<file path="src/flash_cmd_consts.svh">
// opcodes, field positions, register offsets and timing counts
// How it works
// RULE1: opcode B9h enters power-down after entry delay
// RULE2: entry refused while write operation runs
// RULE3: powered down: only release and resets heard
// RULE4: release opcode ABh; extra clocks void it
// RULE5: release finishes after select high plus delay
// RULE6: resets and power-up leave power-down
// RULE7: 35h enters quad, F5h leaves, immediately
// RULE8: host issues no write enable first
// RULE9: CRC-64 ECMA polynomial, compared with expected
// RULE10: bytes fed LSB first, start from zero
// RULE11: CRC check ignores the write latch
// RULE12: stop below start aborts, flag bit 1
// RULE13: host range at least one byte, one die
// RULE14: mismatch sets flag bit 4
// RULE15: suspend sets flag bit 2, check continues
// RULE16: hardware or software reset aborts check
// RULE17: failed check stores CRC; read with 96h
// RULE18: readback buffer cleared when check starts
// RULE19: readback buffer cleared at power-up, resets
// RULE20: buffer read from location 0, zeros past 64
// RULE21: host sends 27h, FEh, CRC, start, stop
// RULE22: select rise after last byte starts check
// RULE23: busy bit shown while the check runs
`ifndef FLASH_CMD_CONSTS_SVH
`define FLASH_CMD_CONSTS_SVH

`define OP_DP_ENTER 8'hb9
`define OP_DP_RELEASE 8'hab
`define OP_QUAD_ENTER 8'h35
`define OP_QUAD_EXIT 8'hf5
`define OP_RST_ENABLE 8'h66
`define OP_RST 8'h99
`define OP_SUSPEND 8'h75
`define OP_RESUME 8'h7a
`define OP_RDBACK 8'h96
`define OP_CRC_DEFAULT 8'h9b
`define CRC_SUBCMD 8'h27
`define CRC_OPTION 8'hfe
`define CRC_SEQ_BYTES 7'h13
`define CRC_POLY 64'h42f0e1eba9ea3693
`define RDBACK_LOCS 7'h40

`define FLAG_RANGE_BIT 1
`define FLAG_SUSP_BIT 2
`define FLAG_FAIL_BIT 4

`define REG_STATUS 12'h000
`define REG_FLAG 12'h004
`define REG_CTRL 12'h008
`define CTRL_WIP_BIT 0
`define CTRL_RST_BIT 1

`define CLK_MHZ 50
`define DP_ENTRY_NS 3000
`define DP_RELEASE_NS 30000
`define RST_RECOVERY_NS 40000
`define DP_ENTRY_CYC 12'((`DP_ENTRY_NS * `CLK_MHZ + 999) / 1000)
`define DP_RELEASE_CYC 12'((`DP_RELEASE_NS * `CLK_MHZ + 999) / 1000)
`define RST_RECOVERY_CYC 12'((`RST_RECOVERY_NS * `CLK_MHZ + 999) / 1000)

`endif

</file>
<file path="src/flash_cmd_pkg.sv">
// types shared by the command core
package flash_cmd_pkg;
    typedef enum logic [1:0] {
        C_IDLE = 2'b00,
        C_FETCH = 2'b01,
        C_CMP = 2'b10
    } crc_st_t;

    typedef enum logic [1:0] {
        T_NONE = 2'b00,
        T_ENTER = 2'b01,
        T_RELEASE = 2'b10,
        T_RECOVER = 2'b11
    } tact_t;

    typedef struct packed {
        logic crc_fail;
        logic suspended;
        logic range_err;
    } flag_t;
endpackage : flash_cmd_pkg

</file>
<file path="src/flash_cmd_core.sv">
// serial flash command core: power-down, quad protocol, CRC range check
//
// Chosen here: the placing of the registers and register access over APB.
`timescale 1ns/1ns
`include "flash_cmd_consts.svh"
module flash_cmd_core import flash_cmd_pkg::*; #(
    parameter logic [7:0] CRC_OPCODE = `OP_CRC_DEFAULT
) (
    input wire logic clk_in,
    input wire logic sys_rst_in,
    input wire logic hw_rst_n_in,
    input wire logic sel_n_in,
    input wire logic sclk_in,
    input wire logic [3:0] io_lines_in,
    output logic [3:0] io_lines_out,
    output logic [3:0] io_lines_oe_n_out,
    output logic mem_rd_out,
    output logic [31:0] mem_addr_out,
    input wire logic [7:0] mem_data_in,
    input wire logic mem_ack_in,
    input wire logic psel_in,
    input wire logic penable_in,
    input wire logic pwrite_in,
    input wire logic [11:0] paddr_in,
    input wire logic [31:0] pwdata_in,
    output logic [31:0] prdata_out,
    output logic pready_out,
    output logic pslverr_out,
    output logic powered_down_out,
    output logic quad_mode_out
);

    function automatic logic [63:0] crc_byte(input logic [63:0] c,
                                             input logic [7:0] d);
        logic [63:0] r;
        logic fb;
        r = c;
        for (int i = 0; i < 8; i++) begin
            fb = r[63] ^ d[i];
            r = {r[62:0], 1'b0} ^ (fb ? `CRC_POLY : 64'h0);
        end
        return r;
    endfunction : crc_byte

    // pins are asynchronous: two flops before any use
    logic [6:0] sync1_r;
    logic [6:0] sync2_r;
    logic sclk_q_r;
    logic sel_q_r;
    logic hwr_q_r;
    wire logic sel_n_s = sync2_r[0];
    wire logic sclk_s = sync2_r[1];
    wire logic hwr_s = sync2_r[2];
    wire logic [3:0] io_s = sync2_r[6:3];

    always_ff @(posedge clk_in or posedge sys_rst_in) begin
        if (sys_rst_in) begin
            sync1_r <= 7'h05;
            sync2_r <= 7'h05;
            sclk_q_r <= 1'b0;
            sel_q_r <= 1'b1;
            hwr_q_r <= 1'b1;
        end else begin
            sync1_r <= {io_lines_in, hw_rst_n_in, sclk_in, sel_n_in};
            sync2_r <= sync1_r;
            sclk_q_r <= sclk_s;
            sel_q_r <= sel_n_s;
            hwr_q_r <= hwr_s;
        end
    end

    // serial clock must stay well below a quarter of clk_in
    wire logic sclk_rise = sclk_s & ~sclk_q_r & ~sel_n_s;
    wire logic sclk_fall = ~sclk_s & sclk_q_r & ~sel_n_s;
    wire logic frame_end = sel_n_s & ~sel_q_r;
    wire logic hw_rst_fall = ~hwr_s & hwr_q_r;

    logic pd_r;
    logic quad_r;
    logic wip_r;
    logic rst_en_r;
    tact_t tact_r;
    logic [11:0] tcnt_r;
    crc_st_t crc_st_r;
    flag_t flag_r;

    // frame assembly
    logic [7:0] shift_r;
    logic [2:0] bitcnt_r;
    logic [6:0] bytecnt_r;
    logic [7:0] cmd_r;
    logic hdr_ok_r;
    logic [127:0] payload_r;

    wire logic [3:0] step = quad_r ? 4'h4 : 4'h1;
    wire logic [3:0] cnt_sum = {1'b0, bitcnt_r} + step;
    wire logic byte_done = sclk_rise & cnt_sum[3];
    wire logic [7:0] shift_nxt = quad_r ? {shift_r[3:0], io_s}
                                        : {shift_r[6:0], io_s[0]};
    wire logic in_payload = (bytecnt_r >= 7'h03) &&
                            (bytecnt_r < `CRC_SEQ_BYTES);

    always_ff @(posedge clk_in or posedge sys_rst_in) begin
        if (sys_rst_in) begin
            shift_r <= 8'h00;
            bitcnt_r <= 3'h0;
            bytecnt_r <= 7'h00;
            cmd_r <= 8'h00;
            hdr_ok_r <= 1'b0;
            payload_r <= 128'h0;
        end else if (sel_n_s) begin
            bitcnt_r <= 3'h0;
            bytecnt_r <= 7'h00;
        end else if (sclk_rise) begin
            shift_r <= shift_nxt;
            bitcnt_r <= cnt_sum[2:0];
            if (byte_done) begin
                if (bytecnt_r != 7'h7f)
                    bytecnt_r <= bytecnt_r + 7'h01;
                if (bytecnt_r == 7'h00)
                    cmd_r <= shift_nxt;
                if (bytecnt_r == 7'h01)
                    hdr_ok_r <= (shift_nxt == `CRC_SUBCMD);
                if (bytecnt_r == 7'h02)
                    hdr_ok_r <= hdr_ok_r & (shift_nxt == `CRC_OPTION);
                // RULE21 low byte first per field
                if (in_payload)
                    payload_r <= {shift_nxt, payload_r[127:8]};
            end
        end
    end

    // decode at select rise
    wire logic dev_ready = (tact_r == T_NONE);
    // RULE4 any clock beyond the opcode voids it
    wire logic len_ok8 = (bytecnt_r == 7'h01) && (bitcnt_r == 3'h0);
    wire logic len_crc = (bytecnt_r == `CRC_SEQ_BYTES) &&
                         (bitcnt_r == 3'h0);
    wire logic cmd_exec = frame_end & dev_ready & len_ok8;
    wire logic [63:0] exp_crc = payload_r[63:0];
    wire logic [31:0] start_addr = payload_r[95:64];
    wire logic [31:0] stop_addr = payload_r[127:96];
    wire logic crc_busy = (crc_st_r != C_IDLE);

    // RULE1 entry opcode, RULE2 refused while writing, RULE3 gated
    wire logic do_enter = cmd_exec & (cmd_r == `OP_DP_ENTER) & ~pd_r &
                          ~wip_r;
    // RULE4 release opcode
    wire logic do_release = cmd_exec & (cmd_r == `OP_DP_RELEASE) & pd_r;
    // RULE7 quad enter and exit, RULE3 ignored when down
    wire logic do_quad_on = cmd_exec & (cmd_r == `OP_QUAD_ENTER) & ~pd_r;
    wire logic do_quad_off = cmd_exec & (cmd_r == `OP_QUAD_EXIT) & ~pd_r;
    wire logic do_rst_en = cmd_exec & (cmd_r == `OP_RST_ENABLE);
    wire logic do_rst_cmd = cmd_exec & (cmd_r == `OP_RST) & rst_en_r;
    wire logic do_suspend = cmd_exec & (cmd_r == `OP_SUSPEND) & ~pd_r &
                            crc_busy;
    wire logic do_resume = cmd_exec & (cmd_r == `OP_RESUME) & ~pd_r;
    // RULE22 check starts at select rise, RULE11 latch not consulted
    wire logic do_crc = frame_end & dev_ready & ~pd_r & ~crc_busy &
                        (cmd_r == CRC_OPCODE) & hdr_ok_r & len_crc;
    // RULE12 reversed range
    wire logic range_bad = stop_addr < start_addr;

    // APB slave, zero wait states
    wire logic apb_setup = psel_in & ~penable_in;
    wire logic apb_acc = psel_in & penable_in;
    wire logic sel_status = (paddr_in == `REG_STATUS);
    wire logic sel_flag = (paddr_in == `REG_FLAG);
    wire logic sel_ctrl = (paddr_in == `REG_CTRL);
    wire logic mapped = sel_status | sel_flag | sel_ctrl;
    wire logic apb_wr = apb_acc & pwrite_in & mapped;
    wire logic ctrl_rst_wr = apb_wr & sel_ctrl & pwdata_in[`CTRL_RST_BIT];
    // RULE16 every reset source aborts the check
    wire logic reset_evt = do_rst_cmd | hw_rst_fall | ctrl_rst_wr;

    wire logic [31:0] status_word = {27'h0, ~dev_ready, wip_r, crc_busy,
                                     quad_r, pd_r};
    wire logic [31:0] flag_word = {27'h0, flag_r.crc_fail, 1'b0,
                                   flag_r.suspended, flag_r.range_err,
                                   1'b0};
    wire logic [31:0] rd_mux = sel_status ? status_word :
                               sel_flag ? flag_word :
                               sel_ctrl ? {31'h0, wip_r} : 32'h0;
    logic [31:0] prdata_r;
    assign prdata_out = prdata_r;
    assign pready_out = apb_acc;
    assign pslverr_out = apb_acc & ~mapped;

    always_ff @(posedge clk_in or posedge sys_rst_in) begin
        if (sys_rst_in) begin
            prdata_r <= 32'h0;
            wip_r <= 1'b0;
        end else begin
            if (apb_setup)
                prdata_r <= rd_mux;
            if (apb_wr & sel_ctrl)
                wip_r <= pwdata_in[`CTRL_WIP_BIT];
        end
    end

    // mode, reset latch and delay timer
    always_ff @(posedge clk_in or posedge sys_rst_in) begin
        if (sys_rst_in) begin
            // RULE6 power-up comes up in standby
            pd_r <= 1'b0;
            quad_r <= 1'b0;
            rst_en_r <= 1'b0;
            tact_r <= T_NONE;
            tcnt_r <= 12'h000;
        end else if (reset_evt) begin
            // RULE6 reset leaves power-down at once, recovery delay follows
            pd_r <= 1'b0;
            quad_r <= 1'b0;
            rst_en_r <= 1'b0;
            tact_r <= T_RECOVER;
            tcnt_r <= `RST_RECOVERY_CYC;
        end else begin
            if (frame_end & dev_ready)
                rst_en_r <= do_rst_en;
            if (do_quad_on)
                quad_r <= 1'b1;
            else if (do_quad_off)
                quad_r <= 1'b0;
            if (do_enter) begin
                tact_r <= T_ENTER;
                tcnt_r <= `DP_ENTRY_CYC;
            end else if (do_release) begin
                // RULE5 standby only after the release delay
                tact_r <= T_RELEASE;
                tcnt_r <= `DP_RELEASE_CYC;
            end else if (tact_r != T_NONE) begin
                tcnt_r <= tcnt_r - 12'h001;
                if (tcnt_r == 12'h001) begin
                    tact_r <= T_NONE;
                    // RULE1 down once the entry delay ends
                    if (tact_r == T_ENTER)
                        pd_r <= 1'b1;
                    if (tact_r == T_RELEASE)
                        pd_r <= 1'b0;
                end
            end
        end
    end

    // CRC engine
    logic [63:0] crc_r;
    logic [63:0] exp_r;
    logic [31:0] addr_r;
    logic [31:0] stop_r;
    wire logic fetch_ack = (crc_st_r == C_FETCH) & mem_ack_in;
    wire logic cmp_now = (crc_st_r == C_CMP);
    wire logic mismatch = cmp_now & (crc_r != exp_r);
    assign mem_rd_out = (crc_st_r == C_FETCH);
    assign mem_addr_out = addr_r;

    always_ff @(posedge clk_in or posedge sys_rst_in) begin
        if (sys_rst_in) begin
            crc_st_r <= C_IDLE;
            crc_r <= 64'h0;
            exp_r <= 64'h0;
            addr_r <= 32'h0;
            stop_r <= 32'h0;
        end else if (reset_evt) begin
            // RULE16 abort in progress
            crc_st_r <= C_IDLE;
        end else begin
            unique case (crc_st_r)
                C_IDLE: begin
                    if (do_crc & ~range_bad) begin
                        // RULE10 all-zero starting value
                        crc_r <= 64'h0;
                        exp_r <= exp_crc;
                        addr_r <= start_addr;
                        stop_r <= stop_addr;
                        crc_st_r <= C_FETCH;
                    end
                end
                C_FETCH: begin
                    if (mem_ack_in) begin
                        // RULE9 RULE10 one byte, LSB first
                        crc_r <= crc_byte(crc_r, mem_data_in);
                        if (addr_r == stop_r)
                            crc_st_r <= C_CMP;
                        else
                            addr_r <= addr_r + 32'h1;
                    end
                end
                // RULE23 busy drops as the result is posted
                C_CMP: crc_st_r <= C_IDLE;
                default: crc_st_r <= C_IDLE;
            endcase
        end
    end

    // flags: a hardware set wins over any clear in the same cycle
    wire logic flag_wr = apb_wr & sel_flag;
    flag_t flag_set;
    flag_t flag_clr;
    assign flag_set.range_err = do_crc & range_bad;
    assign flag_set.suspended = do_suspend;
    assign flag_set.crc_fail = mismatch;
    assign flag_clr.range_err = flag_wr & pwdata_in[`FLAG_RANGE_BIT];
    // RULE15 resume clears the suspend flag
    assign flag_clr.suspended = (flag_wr & pwdata_in[`FLAG_SUSP_BIT]) |
                                do_resume;
    assign flag_clr.crc_fail = flag_wr & pwdata_in[`FLAG_FAIL_BIT];

    always_ff @(posedge clk_in or posedge sys_rst_in) begin
        if (sys_rst_in)
            flag_r <= '0;
        else
            // RULE12 RULE14 RULE15 sticky flag bits
            flag_r <= flag_set | (flag_r & ~flag_clr);
    end

    // readback buffer; only the first eight locations ever hold data
    logic [7:0] rdbuf_r [0:63];
    always_ff @(posedge clk_in or posedge sys_rst_in) begin
        if (sys_rst_in) begin
            // RULE19 zeros at power-up
            for (int i = 0; i < 64; i++)
                rdbuf_r[i] <= 8'h00;
        end else if (reset_evt | do_crc) begin
            // RULE18 RULE19 cleared at start and on resets
            for (int i = 0; i < 64; i++)
                rdbuf_r[i] <= 8'h00;
        end else if (mismatch) begin
            // RULE17 keep computed value only on failure
            for (int i = 0; i < 8; i++)
                rdbuf_r[i] <= crc_r[8*i +: 8];
        end
    end

    // readback output, shifted on the falling serial edge
    wire logic rd_active = (cmd_r == `OP_RDBACK) & ~pd_r & dev_ready &
                           (bytecnt_r != 7'h00);
    wire logic [6:0] rd_idx = bytecnt_r - 7'h01;
    // RULE20 start at location 0, zeros past the end
    wire logic [7:0] rd_byte = (rd_idx < `RDBACK_LOCS) ?
                               rdbuf_r[rd_idx[5:0]] : 8'h00;
    wire logic [3:0] rd_nib = (bitcnt_r == 3'h0) ? rd_byte[7:4]
                                                  : rd_byte[3:0];
    wire logic rd_bit = rd_byte[3'h7 - bitcnt_r];
    logic [3:0] io_out_r;
    logic [3:0] io_oe_n_r;
    assign io_lines_out = io_out_r;
    assign io_lines_oe_n_out = io_oe_n_r;
    assign powered_down_out = pd_r;
    assign quad_mode_out = quad_r;

    always_ff @(posedge clk_in or posedge sys_rst_in) begin
        if (sys_rst_in) begin
            io_out_r <= 4'h0;
            io_oe_n_r <= 4'hf;
        end else if (sel_n_s) begin
            io_out_r <= 4'h0;
            io_oe_n_r <= 4'hf;
        end else if (sclk_fall & rd_active) begin
            io_out_r <= quad_r ? rd_nib : {2'b00, rd_bit, 1'b0};
            io_oe_n_r <= quad_r ? 4'h0 : 4'hd;
        end
    end

    AST_DP_REJECT: assert property ( // RULE2
        @(posedge clk_in) disable iff (sys_rst_in)
        (cmd_exec && cmd_r == `OP_DP_ENTER && wip_r && !reset_evt)
        |=> (tact_r != T_ENTER) && $stable(pd_r))
        else $error("power-down entry taken during write");

    AST_DP_ENTER: assert property ( // RULE1
        @(posedge clk_in) disable iff (sys_rst_in)
        (tact_r == T_ENTER && tcnt_r == 12'h001 && !reset_evt)
        |=> pd_r && dev_ready)
        else $error("power-down not entered after delay");

    AST_PD_IGNORE: assert property ( // RULE3
        @(posedge clk_in) disable iff (sys_rst_in)
        (pd_r && frame_end && !reset_evt) |=> $stable(quad_r) &&
        $stable(flag_r))
        else $error("command acted on while powered down");

    AST_RELEASE_HOLD: assert property ( // RULE5
        @(posedge clk_in) disable iff (sys_rst_in)
        (do_release && !reset_evt) |=> pd_r [*8])
        else $error("release ended before its delay");

    AST_RANGE_ABORT: assert property ( // RULE12
        @(posedge clk_in) disable iff (sys_rst_in)
        (do_crc && range_bad && !reset_evt) |=> flag_r.range_err &&
        crc_st_r == C_IDLE)
        else $error("reversed range not aborted");

    AST_FAIL_STORE: assert property ( // RULE14
        @(posedge clk_in) disable iff (sys_rst_in)
        (mismatch && !reset_evt) |=> flag_r.crc_fail &&
        rdbuf_r[0] == $past(crc_r[7:0]) && !crc_busy)
        else $error("failed check not reported");

    AST_SUSPEND: assert property ( // RULE15
        @(posedge clk_in) disable iff (sys_rst_in)
        (do_suspend && crc_st_r == C_FETCH && !reset_evt)
        |=> flag_r.suspended && crc_busy)
        else $error("suspend mishandled during check");

    AST_RESET_ABORT: assert property ( // RULE16
        @(posedge clk_in) disable iff (sys_rst_in)
        reset_evt |=> !crc_busy && !pd_r && rdbuf_r[0] == 8'h00)
        else $error("reset did not abort check");

    AST_BUF_CLEAR: assert property ( // RULE18
        @(posedge clk_in) disable iff (sys_rst_in)
        (do_crc && !reset_evt) |=> rdbuf_r[7] == 8'h00 ##1
        rdbuf_r[0] == 8'h00)
        else $error("buffer not cleared at check start");

    AST_RD_ZERO: assert property ( // RULE20
        @(posedge clk_in) disable iff (sys_rst_in)
        (sclk_fall && rd_active && rd_idx >= `RDBACK_LOCS)
        |=> io_out_r == 4'h0)
        else $error("nonzero data past buffer end");

endmodule : flash_cmd_core

</file>
<file path="config.mk">
export PLATFORM = sky130hd
export DESIGN_NAME = flash_cmd_core
export DESIGN_NICKNAME = d
export VERILOG_FILES = /design/src/flash_cmd_pkg.sv /design/src/flash_cmd_core.sv
export VERILOG_INCLUDE_DIRS = /design/src
export SDC_FILE = /design/constraint.sdc
export NUM_CORES = 1
export LEC_CHECK = 0
export BUFFER_PORTS_ARGS = -buffer_cell sky130_fd_sc_hd__buf_2
export CAP_MARGIN = 25
export CORE_ASPECT_RATIO = 0.9
export CORE_UTILIZATION = 52
export CTS_CLUSTER_DIAMETER = 60
export DETAILED_ROUTE_END_ITERATION = 6
export PLACE_DENSITY_LB_ADDON = 0.3
export SLEW_MARGIN = 20
export SYNTH_ARGS = -nofsm -noshare
export SYNTH_HDL_FRONTEND = slang
export SYNTH_SLANG_ARGS = --single-unit
</file>
<file path="constraint.sdc">
create_clock -name clk_in -period 33.2 [get_ports clk_in]
set_input_delay 3.32 -clock clk_in [delete_from_list [all_inputs] [get_ports clk_in]]
set_output_delay 3.32 -clock clk_in [all_outputs]
set_load 0.01 [all_outputs]
</file>
Word level (Yosys, flattened, before mapping)
Cells that the tools add are included.
Storage, ports and cells
  memories kept: 0
  memory bits (writable): 0
  word-level logic and storage cells: 275
  latch bits: 0
  input bits: 65
  register bits after elaboration: 490
  output and inout bits: 77
  ROM bits: 0
Operators by class
  eq/ne operators: 33
  multiply operators: 0
  $lt $le $gt $ge: 6
  divide/modulo/power cells: 0
  add/sub/neg operators: 6
  mux-type cells: 69
  bitwise logic cells: 89
  shift-type cells: 0
  reduce and logical (&&, ||, !) cells: 36
Operators by type and width (count)
  bitwise XOR 64 x 63 -> 64 bit: 8
  2-to-1 mux 63 bit: 8
  2-to-1 mux 64 bit: 4
  case mux 64 bit (2 select lines): 1
  2-to-1 mux 32 bit: 3
  != test 64 bit: 1
  case mux 32 bit (2 select lines): 1
  equality test 8 bit (second input constant): 7
  AND 1 bit: 50
  binary-select mux 8 bit (select 6 bit): 1
  2-to-1 mux 12 bit: 4
  adder 32 x 1 -> 32 bit (second input constant): 1
  equality test 32 bit: 1
  < comparator 32 bit: 1
  2-to-1 mux 8 bit: 4
  2-to-1 mux 4 bit: 7
  2-to-1 mux 7 bit: 4
  equality test 8 x 7 -> 1 bit (second input constant): 3
  nonzero test 2 bit: 12
  2-to-1 mux 2 bit: 9
  equality test 8 x 6 -> 1 bit (second input constant): 2
  2-to-1 mux 1 bit: 16
  AND reduction 4 bit: 4
  NOT 1 bit: 13
  44 further kinds: 74

Depth between registers and ports, before layout
Gate-level depths: netlist of the first run.
  word-level depth: 26
  mapped depth: 13
  mapped depth without buffers: 10

Least setup slack after synthesis of the first run
No wires, ideal clock.
  kind: in2out
  from: in paddr_in[5]
  to: out pslverr_out
  slack: 25885 ps
  buffers on the path: 0
  required time: 29880 ps
  data arrival time: 3995 ps
  stages on the path: 3
  cells stage by stage: nor4_1 > nand3_1 > o21a_1
Between the ends
  word-level cells in the longest chain between the ends: 5
  elaborated cells on any way between the ends: 7
  classes of those cells: 2 x eq/ne; 4 x bitwise; 1 x reduce/logical
RTL lines
  start: declaration: line flash_cmd_core.sv:24  | input wire logic [11:0] paddr_in,
  equality test 12 x 3 -> 1 bit (no line) or logical NOT 12 bit (tied branches)
  OR 1 bit: line flash_cmd_core.sv:170  | wire logic mapped = sel_status | sel_flag | sel_ctrl;
  OR 1 bit (*): line flash_cmd_core.sv:170
  NOT 1 bit (*): line flash_cmd_core.sv:187  | assign pslverr_out = apb_acc & ~mapped;
  AND 1 bit (*): line flash_cmd_core.sv:187
  end: declaration: line flash_cmd_core.sv:28  | output logic pslverr_out,
Mark *: on every way between the ends. The rest lies on a longest branch, timed or not.

Final worst setup path of the first run
  from: in paddr_in[9]
  to: out pslverr_out
The elaborated chain is that of the path after synthesis.

==> metrics.csv, run 1 <==
stage,metric,value,unit
logic_synthesis,synth-edff-count,0,
sta,timing_hold_violations_final,0,
placement,port_buffers,86,
die,floorplan.initialDensity,52.85,%
worst_hold_path,hold_path_depth,0,
logic_synthesis,yosys_most_used_dff,dfrtp_1,
logic_synthesis,yosys.cell_count.top_type,nand2_1,
logic_synthesis,synth_top_cell_by_area,dfrtp_1,
logic_synthesis,synthDominantCellAreaShare,49.81,%
detailed_routing,drt_first_iter_violations,1543,
finish,syn2layout_area_growth,11.67,%
logic_synthesis,synth-seq-area-share,50.73,%
logic_synthesis,post_synth_main_area_contributors,"dfrtp_1, nand2_1, xnor2_1, mux2_2, mux2i_1",
clock_network,cts_made_buffers,49,
sta,skew,0.03093,ns
die,die_x,222.5,µm
logic_synthesis,async_reset_ff_share,100.0,%
sta,share_of_the_cycle_needed_by_the_critical_path_after_routing,22.87,%
die,floorplan.die.height,200.5,µm
finish,finalNetCount,2406,
clock_network,clock_insertion_delay_worst_skew,0.59,ns
worst_setup_path,setup.worst_path.end_class,output port,
sta,timing.slew.headroom,25.45,%
worst_setup_path,worst-endpoint-required,29.88,ns
run,maxCapViolCount,0,
clock_network,cts_setup_buffers,0,
logic_synthesis,synth-warning-count,0,
global_routing,global_route.overflow_total,0,
worst_setup_path,r2r_path_start,sync2_r[0],
clock_network,num_clock_sinks,461,
logic_synthesis,synth_commonest_cells,"nand2_1, dfrtp_1, xnor2_1",
worst_setup_path,cp-startpoint,paddr_in[9],
worst_setup_path,arrival_worst_endpoint,4.27,ns
die,top_level_ports,142,
global_routing,first_global_vias,16030,
detailed_routing,wl_per_cell,19.69,µm
clock_network,clock_edge_transition_at_the_registers_on_the_reported_setup_and_hold_paths,0.06,ns
sta,transition_at_the_pin_with_the_smallest_max_transition_slack,1.110,ns
clock_network,ctsHtreeMaxLevel,2,
global_routing,groute.usage.overall,26.09,%
worst_hold_path,min_to,sync2_r[3],
detailed_routing,drt_wl_total,57.01,mm
power_and_ir_drop,worst_ir_drop_vdd,35.56,µV
sta,rsz_0062_raised_after_global_routing,false,
detailed_routing,drt_pass1_iterations,5,
global_routing,grt_max_degree,128,
worst_setup_path,ff2ff_path_depth,8,
power_and_ir_drop,power_density,51.54,nW/µm²
sta,post_route_setup_tns,0,ns
sta,timing.final.crit_period,7.594,ns
power_and_ir_drop,report.power.total,1.310,mW
die,core_region_area,43060,µm²
worst_setup_path,critical_path.reg2reg.endpoint,exp_r[57],
outcome,status,completed,
worst_hold_path,hold_path_startpoint,sync1_r[3],
logic_synthesis,syn-mean-instance-area,10.15,µm²
placement,dp_hpwl,38.93,mm
worst_setup_path,timing.critical_path.fanout_max,6,
sta,timing.final.setup_violations,0,
detailed_routing,drt_drc_violations_left,0,
clock_network,cts_hold_buffers,0,
sta,max_freq,131.7,MHz
placement,place.gp.congestion,0.9182,
worst_setup_path,reg2reg_setup_slack,28.68,ns
logic_synthesis,synth_cells,2243,
worst_setup_path,worst_setup_sp_type,input port,
finish,layout-drive-gt1-share,14.79,%
worst_setup_path,setup.worst_path.class,in -> out,
clock_network,cts_repair_resize_count,0,
detailed_routing,vias_per_cell,5.734,
finish,fill_count,3524,
finish,postLayoutCoreUtil,59.02,%
detailed_routing,final_antenna_net_count,0,
clock_network,tritoncts,done,
clock_network,clk_root_buffer_cell,clkbuf_16,
detailed_routing,routed-via-count,16600,
logic_synthesis,yosys_register_bits,461,
global_routing,grt_pass1_wl,90.95,mm
die,die_area,44610,µm²
power_and_ir_drop,power.static_leakage,12.41,nW
logic_synthesis,synth_cell_type_count,71,
finish,antennaDiodeCount,0,
die,row_count,72,
worst_hold_path,hold_crit_path_type,reg -> reg,
clock_network,clock_path_buffers,3,
global_routing,antenna_found_initial,0,
sta,maxSlewViolCount,0,
logic_synthesis,syn_area,22760,µm²
==> metrics by stage <==
step / area, µm² / worst slack (ns) / instances / hold WS (ns)
global placement: 23510 / 25.60 / 2802 / 0.3386
detailed placement: 23510 / 25.59 / 2802 / 0.3347
finish: 25410 / 25.61 / 2895 / 0.3478
floorplan: 22860 / 17.04 / 2269 / 0.3312
global route: 25410 / 25.49 / 2895 / 0.3532
CTS: 25380 / 25.59 / 2893 / 0.3488
==> final cells by class <==
class / count / area, µm² / share of cell area, %
Clock buffer: 65 / 1418 / 5.578
Clock inverter: 26 / 451.7 / 1.777
Timing Repair Buffer: 116 / 676.9 / 2.663
Multi-Input combinational cell: 1621 / 10430 / 41.04
Inverter: 51 / 198.9 / 0.7828
Tap cell: 555 / 694.4 / 2.732
Sequential cell: 461 / 11550 / 45.43
==> worst max path at each step <==
stage,to,slack [ns]
4_1_cts,pslverr_out,25.59
2_1_floorplan,bitcnt_r[0],17.04
3_3_place_gp,pslverr_out,25.60
6_report,pslverr_out,25.61
3_5_place_dp,pslverr_out,25.59
5_1_grt,pslverr_out,25.49
==> power breakdown <==
group | switching (mW) | internal [mW] | leakage (nW)
logic | 0.0641 | 0.0374 | 5.19
clock network | 0.231 | 0.394 | 0.924
registers | 0.0108 | 0.573 | 6.29
==> registers in the layout (all words and copies together) (netlist names), 2 cells and up <==
| register | cells |
|---|---|
| payload_r | 128 |
| crc_r | 64 |
| exp_r | 64 |
| rdbuf_r | 64 |
| mem_addr_out | 32 |
| stop_r | 32 |
| tcnt_r | 12 |
| cmd_r | 8 |
| bytecnt_r | 7 |
| shift_r | 7 |
| sync1_r | 7 |
| sync2_r | 7 |
| prdata_out | 5 |
| io_lines_out | 4 |
| bitcnt_r | 3 |
| flag_r | 3 |
| crc_st_r | 2 |
| io_lines_oe_n_out | 2 |
| tact_r | 2 |
==> metal layers <==
layer  vias to the layer above  routed length (µm)  GRT usage [%]
met1                      8256               25460          38.08
met5                         -                   0              0
met3                       107                4475          5.723
met4                         0                1485          7.660
li1                       7685                   -              -
met2                       552               25580          39.14
==> worst max-delay path, stage by stage <==
cell and delay, ns:
buf_2 0.10, nor4_1 0.27, nand3_1 0.23, o21a_1 0.23, buf_2 0.13
==> kinds of logic after synthesis <==
group / Yosys count / share of synthesized area [%]
and+or+nand+nor: 804 / 15.40
DFF: 461 / 50.73
AOI/OAI and AO/OA: 308 / 7.829
xor gates and xnor gates: 248 / 9.874
muxes: 193 / 9.891
buffers and inverters: 187 / 4.002
adders and majority gates: 41 / 2.254
other: 1 / 0.01648
==> cell usage in the layout (no fill, tap or decap), types with 26 or more instances in the layout <==
master	instances
a21oi_1	79
inv_1	49
conb_1	27
nand2_1	486
buf_2	86
o31ai_1	29
clkbuf_16	50
xnor2_1	183
dfrtp_1	453
nor2_1	127
mux2_2	95
buf_4	27
mux2i_1	82
o21ai_0	135
xor2_1	57
nand3_1	35
nor3_1	26
ha_1	41
nand4_1	41
(Power assumes the default switching activity.)
==> inputs of run 2 (changes only) <==
==> constraint.sdc (replaced) <==
create_clock -name clk_in -period 6.1 [get_ports clk_in]
set_input_delay 0.61 -clock clk_in [delete_from_list [all_inputs] [get_ports clk_in]]
set_output_delay 0.61 -clock clk_in [all_outputs]
set_load 0.01 [all_outputs]
==> run 2 against run 1 <==
- highest routed layer unchanged
- the run now ends with design-rule violations left
- critical path type is now reg -> reg
- cell area decreased by 0.74%
- via count increased by 0.16%
- register-to-register slack got worse by 27 ns
- non-clock buffer count increased by 5
- largest power group is now sequential cells
- critical path depth is 3 higher
- sequential share of layout area up 0.34 points
- flip-flop and latch count is the same
==> metrics.csv, run 2 (synthesis gave the netlist of run 1 again) <==
stage,metric,value,unit,change
outcome,status,finished with violations,,
outcome,violated_checks,design-rule violations,,
finish,antennaDiodeCount,0,,unchanged
power_and_ir_drop,power.clock.fraction,44.7,%,-3.0 points
clock_network,num_clock_sinks,461,,unchanged
sta,timing.final.setup_violations,0,,unchanged
power_and_ir_drop,report.power.total,6.753,mW,+420%
worst_hold_path,hold_path_depth,1,,+1
sta,worst_hold_slack,0.1276,ns,-0.2202 ns
finish,layout-drive-gt1-share,14.41,%,-0.37 points
worst_hold_path,hold_path_startpoint,hw_rst_n_in,,
power_and_ir_drop,fraction_of_power_consumed_by_sequential_logic,47.1,%,+2.6 points
finish,syn2layout_area_growth,10.85,%,
die,top_level_ports,142,,unchanged
worst_setup_path,timing.critical_path.fanout_max,68,,+62
worst_hold_path,min_to,sync1_r[2],,
worst_setup_path,setup.worst_path.end_class,flip-flop,,
detailed_routing,vias_per_cell,5.747,,+0.23%
power_and_ir_drop,sw_frac_of_total,24.13,%,+0.76 points
finish,largest_register_ff_count,128,,unchanged
finish,final_cell_mix,"nand2_1, dfrtp_1, xnor2_1",,
placement,dpl_worst_slack,1.751,ns,-23.84 ns
clock_network,clk_root_buffer_cell,clkbuf_16,,
die,core_region_area,43060,µm²,unchanged
clock_network,cts_setup_buffers,0,,unchanged
placement,place.gp.congestion,0.9190,,about the same
die,die_x,222.5,µm,unchanged
clock_network,tritoncts,done,,
run,maxCapViolCount,0,,unchanged
global_routing,groute.usage.overall,26.23,%,+0.13 points
detailed_routing,drt_drc_violations_left,3,,+3
power_and_ir_drop,power_frac_comb,8.3,%,+0.6 points
worst_setup_path,ff2ff_path_depth,8,,unchanged
sta,maxSlewViolCount,0,,unchanged
finish,fill_count,3573,,+1.4%
clock_network,cts_hold_buffers,0,,unchanged
global_routing,global_route.overflow_total,0,,unchanged
detailed_routing,drt_pass1_iterations,7,,+2
sta,final.setup.worst_slack,1.776,ns,-23.83 ns
sta,skew,0.02308,ns,-0.007852 ns
finish,finalNetCount,2410,,+0.17%
detailed_routing,routed-via-count,16630,,+0.16%
sta,share_of_the_cycle_needed_by_the_critical_path_after_routing,70.89,%,
finish,most_common_cell_after_layout_fill_and_taps_aside,nand2_1,,
detailed_routing,route.met3.wl,4.531,mm,+1.3%
worst_hold_path,hold_crit_path_type,in -> reg,,
global_routing,grt_max_degree,168,,+31%
power_and_ir_drop,power_density,267.7,nW/µm²,+420%
sta,transition_at_the_pin_with_the_smallest_max_transition_slack,1.035,ns,-0.07541 ns
placement,dpl_cell_area,23570,µm²,+0.25%
die,die_area,44610,µm²,unchanged
global_routing,first_global_vias,16220,,+1.2%
power_and_ir_drop,power.static_leakage,12.32,nW,-0.78%
clock_network,clock_path_buffers,3,,unchanged
placement,numPlacedInstances,2806,,+0.14%
detailed_routing,met2_length,25.32,mm,-1.0%
sta,timing_hold_violations_final,0,,unchanged
worst_setup_path,worst_setup_sp_type,flip-flop,,
die,floorplan.die.height,200.5,µm,unchanged
finish,final_cell_count_no_fill,2893,,-0.069%
worst_setup_path,r2r_path_start,sync2_r[0],,
placement,port_buffers,86,,unchanged
detailed_routing,final_antenna_net_count,0,,unchanged
finish,max_flop_register,payload_r,,
detailed_routing,top_signal_layer_used,met4,,
detailed_routing,route.layer.met1.wl,26.03,mm,+2.2%
sta,post_route_setup_tns,0,ns,unchanged
clock_network,clock_edge_transition_at_the_registers_on_the_reported_setup_and_hold_paths,0.06,ns,about the same
detailed_routing,drt_wl_total,57.62,mm,+1.1%
finish,postLayoutCoreUtil,58.58,%,-0.44 points
sta,rsz_0062_raised_after_global_routing,false,,
global_routing,grt_pass1_wl,91.64,mm,+0.76%
worst_setup_path,setup.worst_path.class,reg -> reg,,
power_and_ir_drop,internal_pwr_total,5.124,mW,+410%
worst_setup_path,critical_path.reg2reg.endpoint,stop_r[8],,
worst_setup_path,reg2reg_setup_slack,1.78,ns,-26.90 ns
power_and_ir_drop,worst_ir_drop_vdd,211.2,µV,+490%
clock_network,clock_insertion_delay_worst_skew,0.59,ns,about the same
die,floorplan.initialDensity,52.85,%,unchanged
sta,timing.slew.headroom,30.55,%,+5.1 points
clock_network,ctsHtreeMaxLevel,2,,unchanged
worst_setup_path,worst-endpoint-required,6.57,ns,-23.31 ns
clock_network,cts_repair_resize_count,0,,unchanged
global_routing,antenna_found_initial,0,,unchanged
sta,timing.final.crit_period,4.324,ns,
clock_network,cts_made_buffers,48,,-2.0%
detailed_routing,drt_first_iter_violations,1686,,+9.3%
worst_setup_path,arrival_worst_endpoint,4.80,ns,+0.53 ns
sta,max_freq,231.2,MHz,
die,row_count,72,,unchanged
power_and_ir_drop,net_switching_power,1.629,mW,+430%
placement,dp_hpwl,39.80,mm,+2.2%
detailed_routing,wl_per_cell,19.92,µm,+1.2%
finish,final_area,25230,µm²,-0.74%
-- run 2: cell types whose count changed in the layout (fill, tap and decap cells not counted), sizes merged --
cell and change:
bufinv -8, clkbuf +7, buf +5, clkinv -4, inv -2
-- run 2: per-layer routing --
| layer | GRT usage (%) | vias to the layer above |
|---|---|---|
| li1 | - | 7665 |
| met1 | 38.22 | 8265 |
| met2 | 38.78 | 593 |
| met3 | 5.591 | 104 |
| met4 | 9.286 | 0 |
| met5 | 0 | - |
-- run 2: worst max-delay path by stage --
stage / startpoint / end / slack (ns)
2_1_floorplan: sys_rst_in / bitcnt_r[0] / -0.74
3_3_place_gp: sync2_r[0] / stop_r[0] / 1.88
3_5_place_dp: sync2_r[0] / stop_r[24] / 1.75
4_1_cts: sync2_r[0] / stop_r[13] / 1.73
5_1_grt: sync2_r[0] / stop_r[23] / 1.48
6_report: sync2_r[0] / stop_r[8] / 1.78
-- run 2: cell type report --
| type | count | area, µm² | share of cell area, % |
|---|---|---|---|
| clock buffer | 72 | 1444 | 5.724 |
| clock inverter | 12 | 178.9 | 0.7093 |
| inverter | 51 | 195.2 | 0.7737 |
| multi-input combinational | 1621 | 10420 | 41.32 |
| sequential | 461 | 11550 | 45.77 |
| tap | 555 | 694.4 | 2.753 |
| timing repair buffer | 121 | 744.5 | 2.951 |
-- run 2: worst max-delay path, stage by stage (launching register included) --
cell and delay (ns):
dfstp_2 0.71, or4b_4 0.53, or4_4 0.52, nor4_1 0.65, a32o_4 0.36, nand3_4 0.67
buf_4 0.56, nand2_1 0.13, nand2_1 0.05
-- run 2: power groups by stage --
stage          sequential (mW)  combinational [mW]  clock, mW
2_1_floorplan             3.22               0.426          0
3_3_place_gp              3.23               0.543          0
3_5_place_dp              3.23               0.557          0
4_1_cts                   3.18               0.561       3.06
5_1_grt                   3.19               0.618       3.18
6_report                  3.18               0.558       3.02
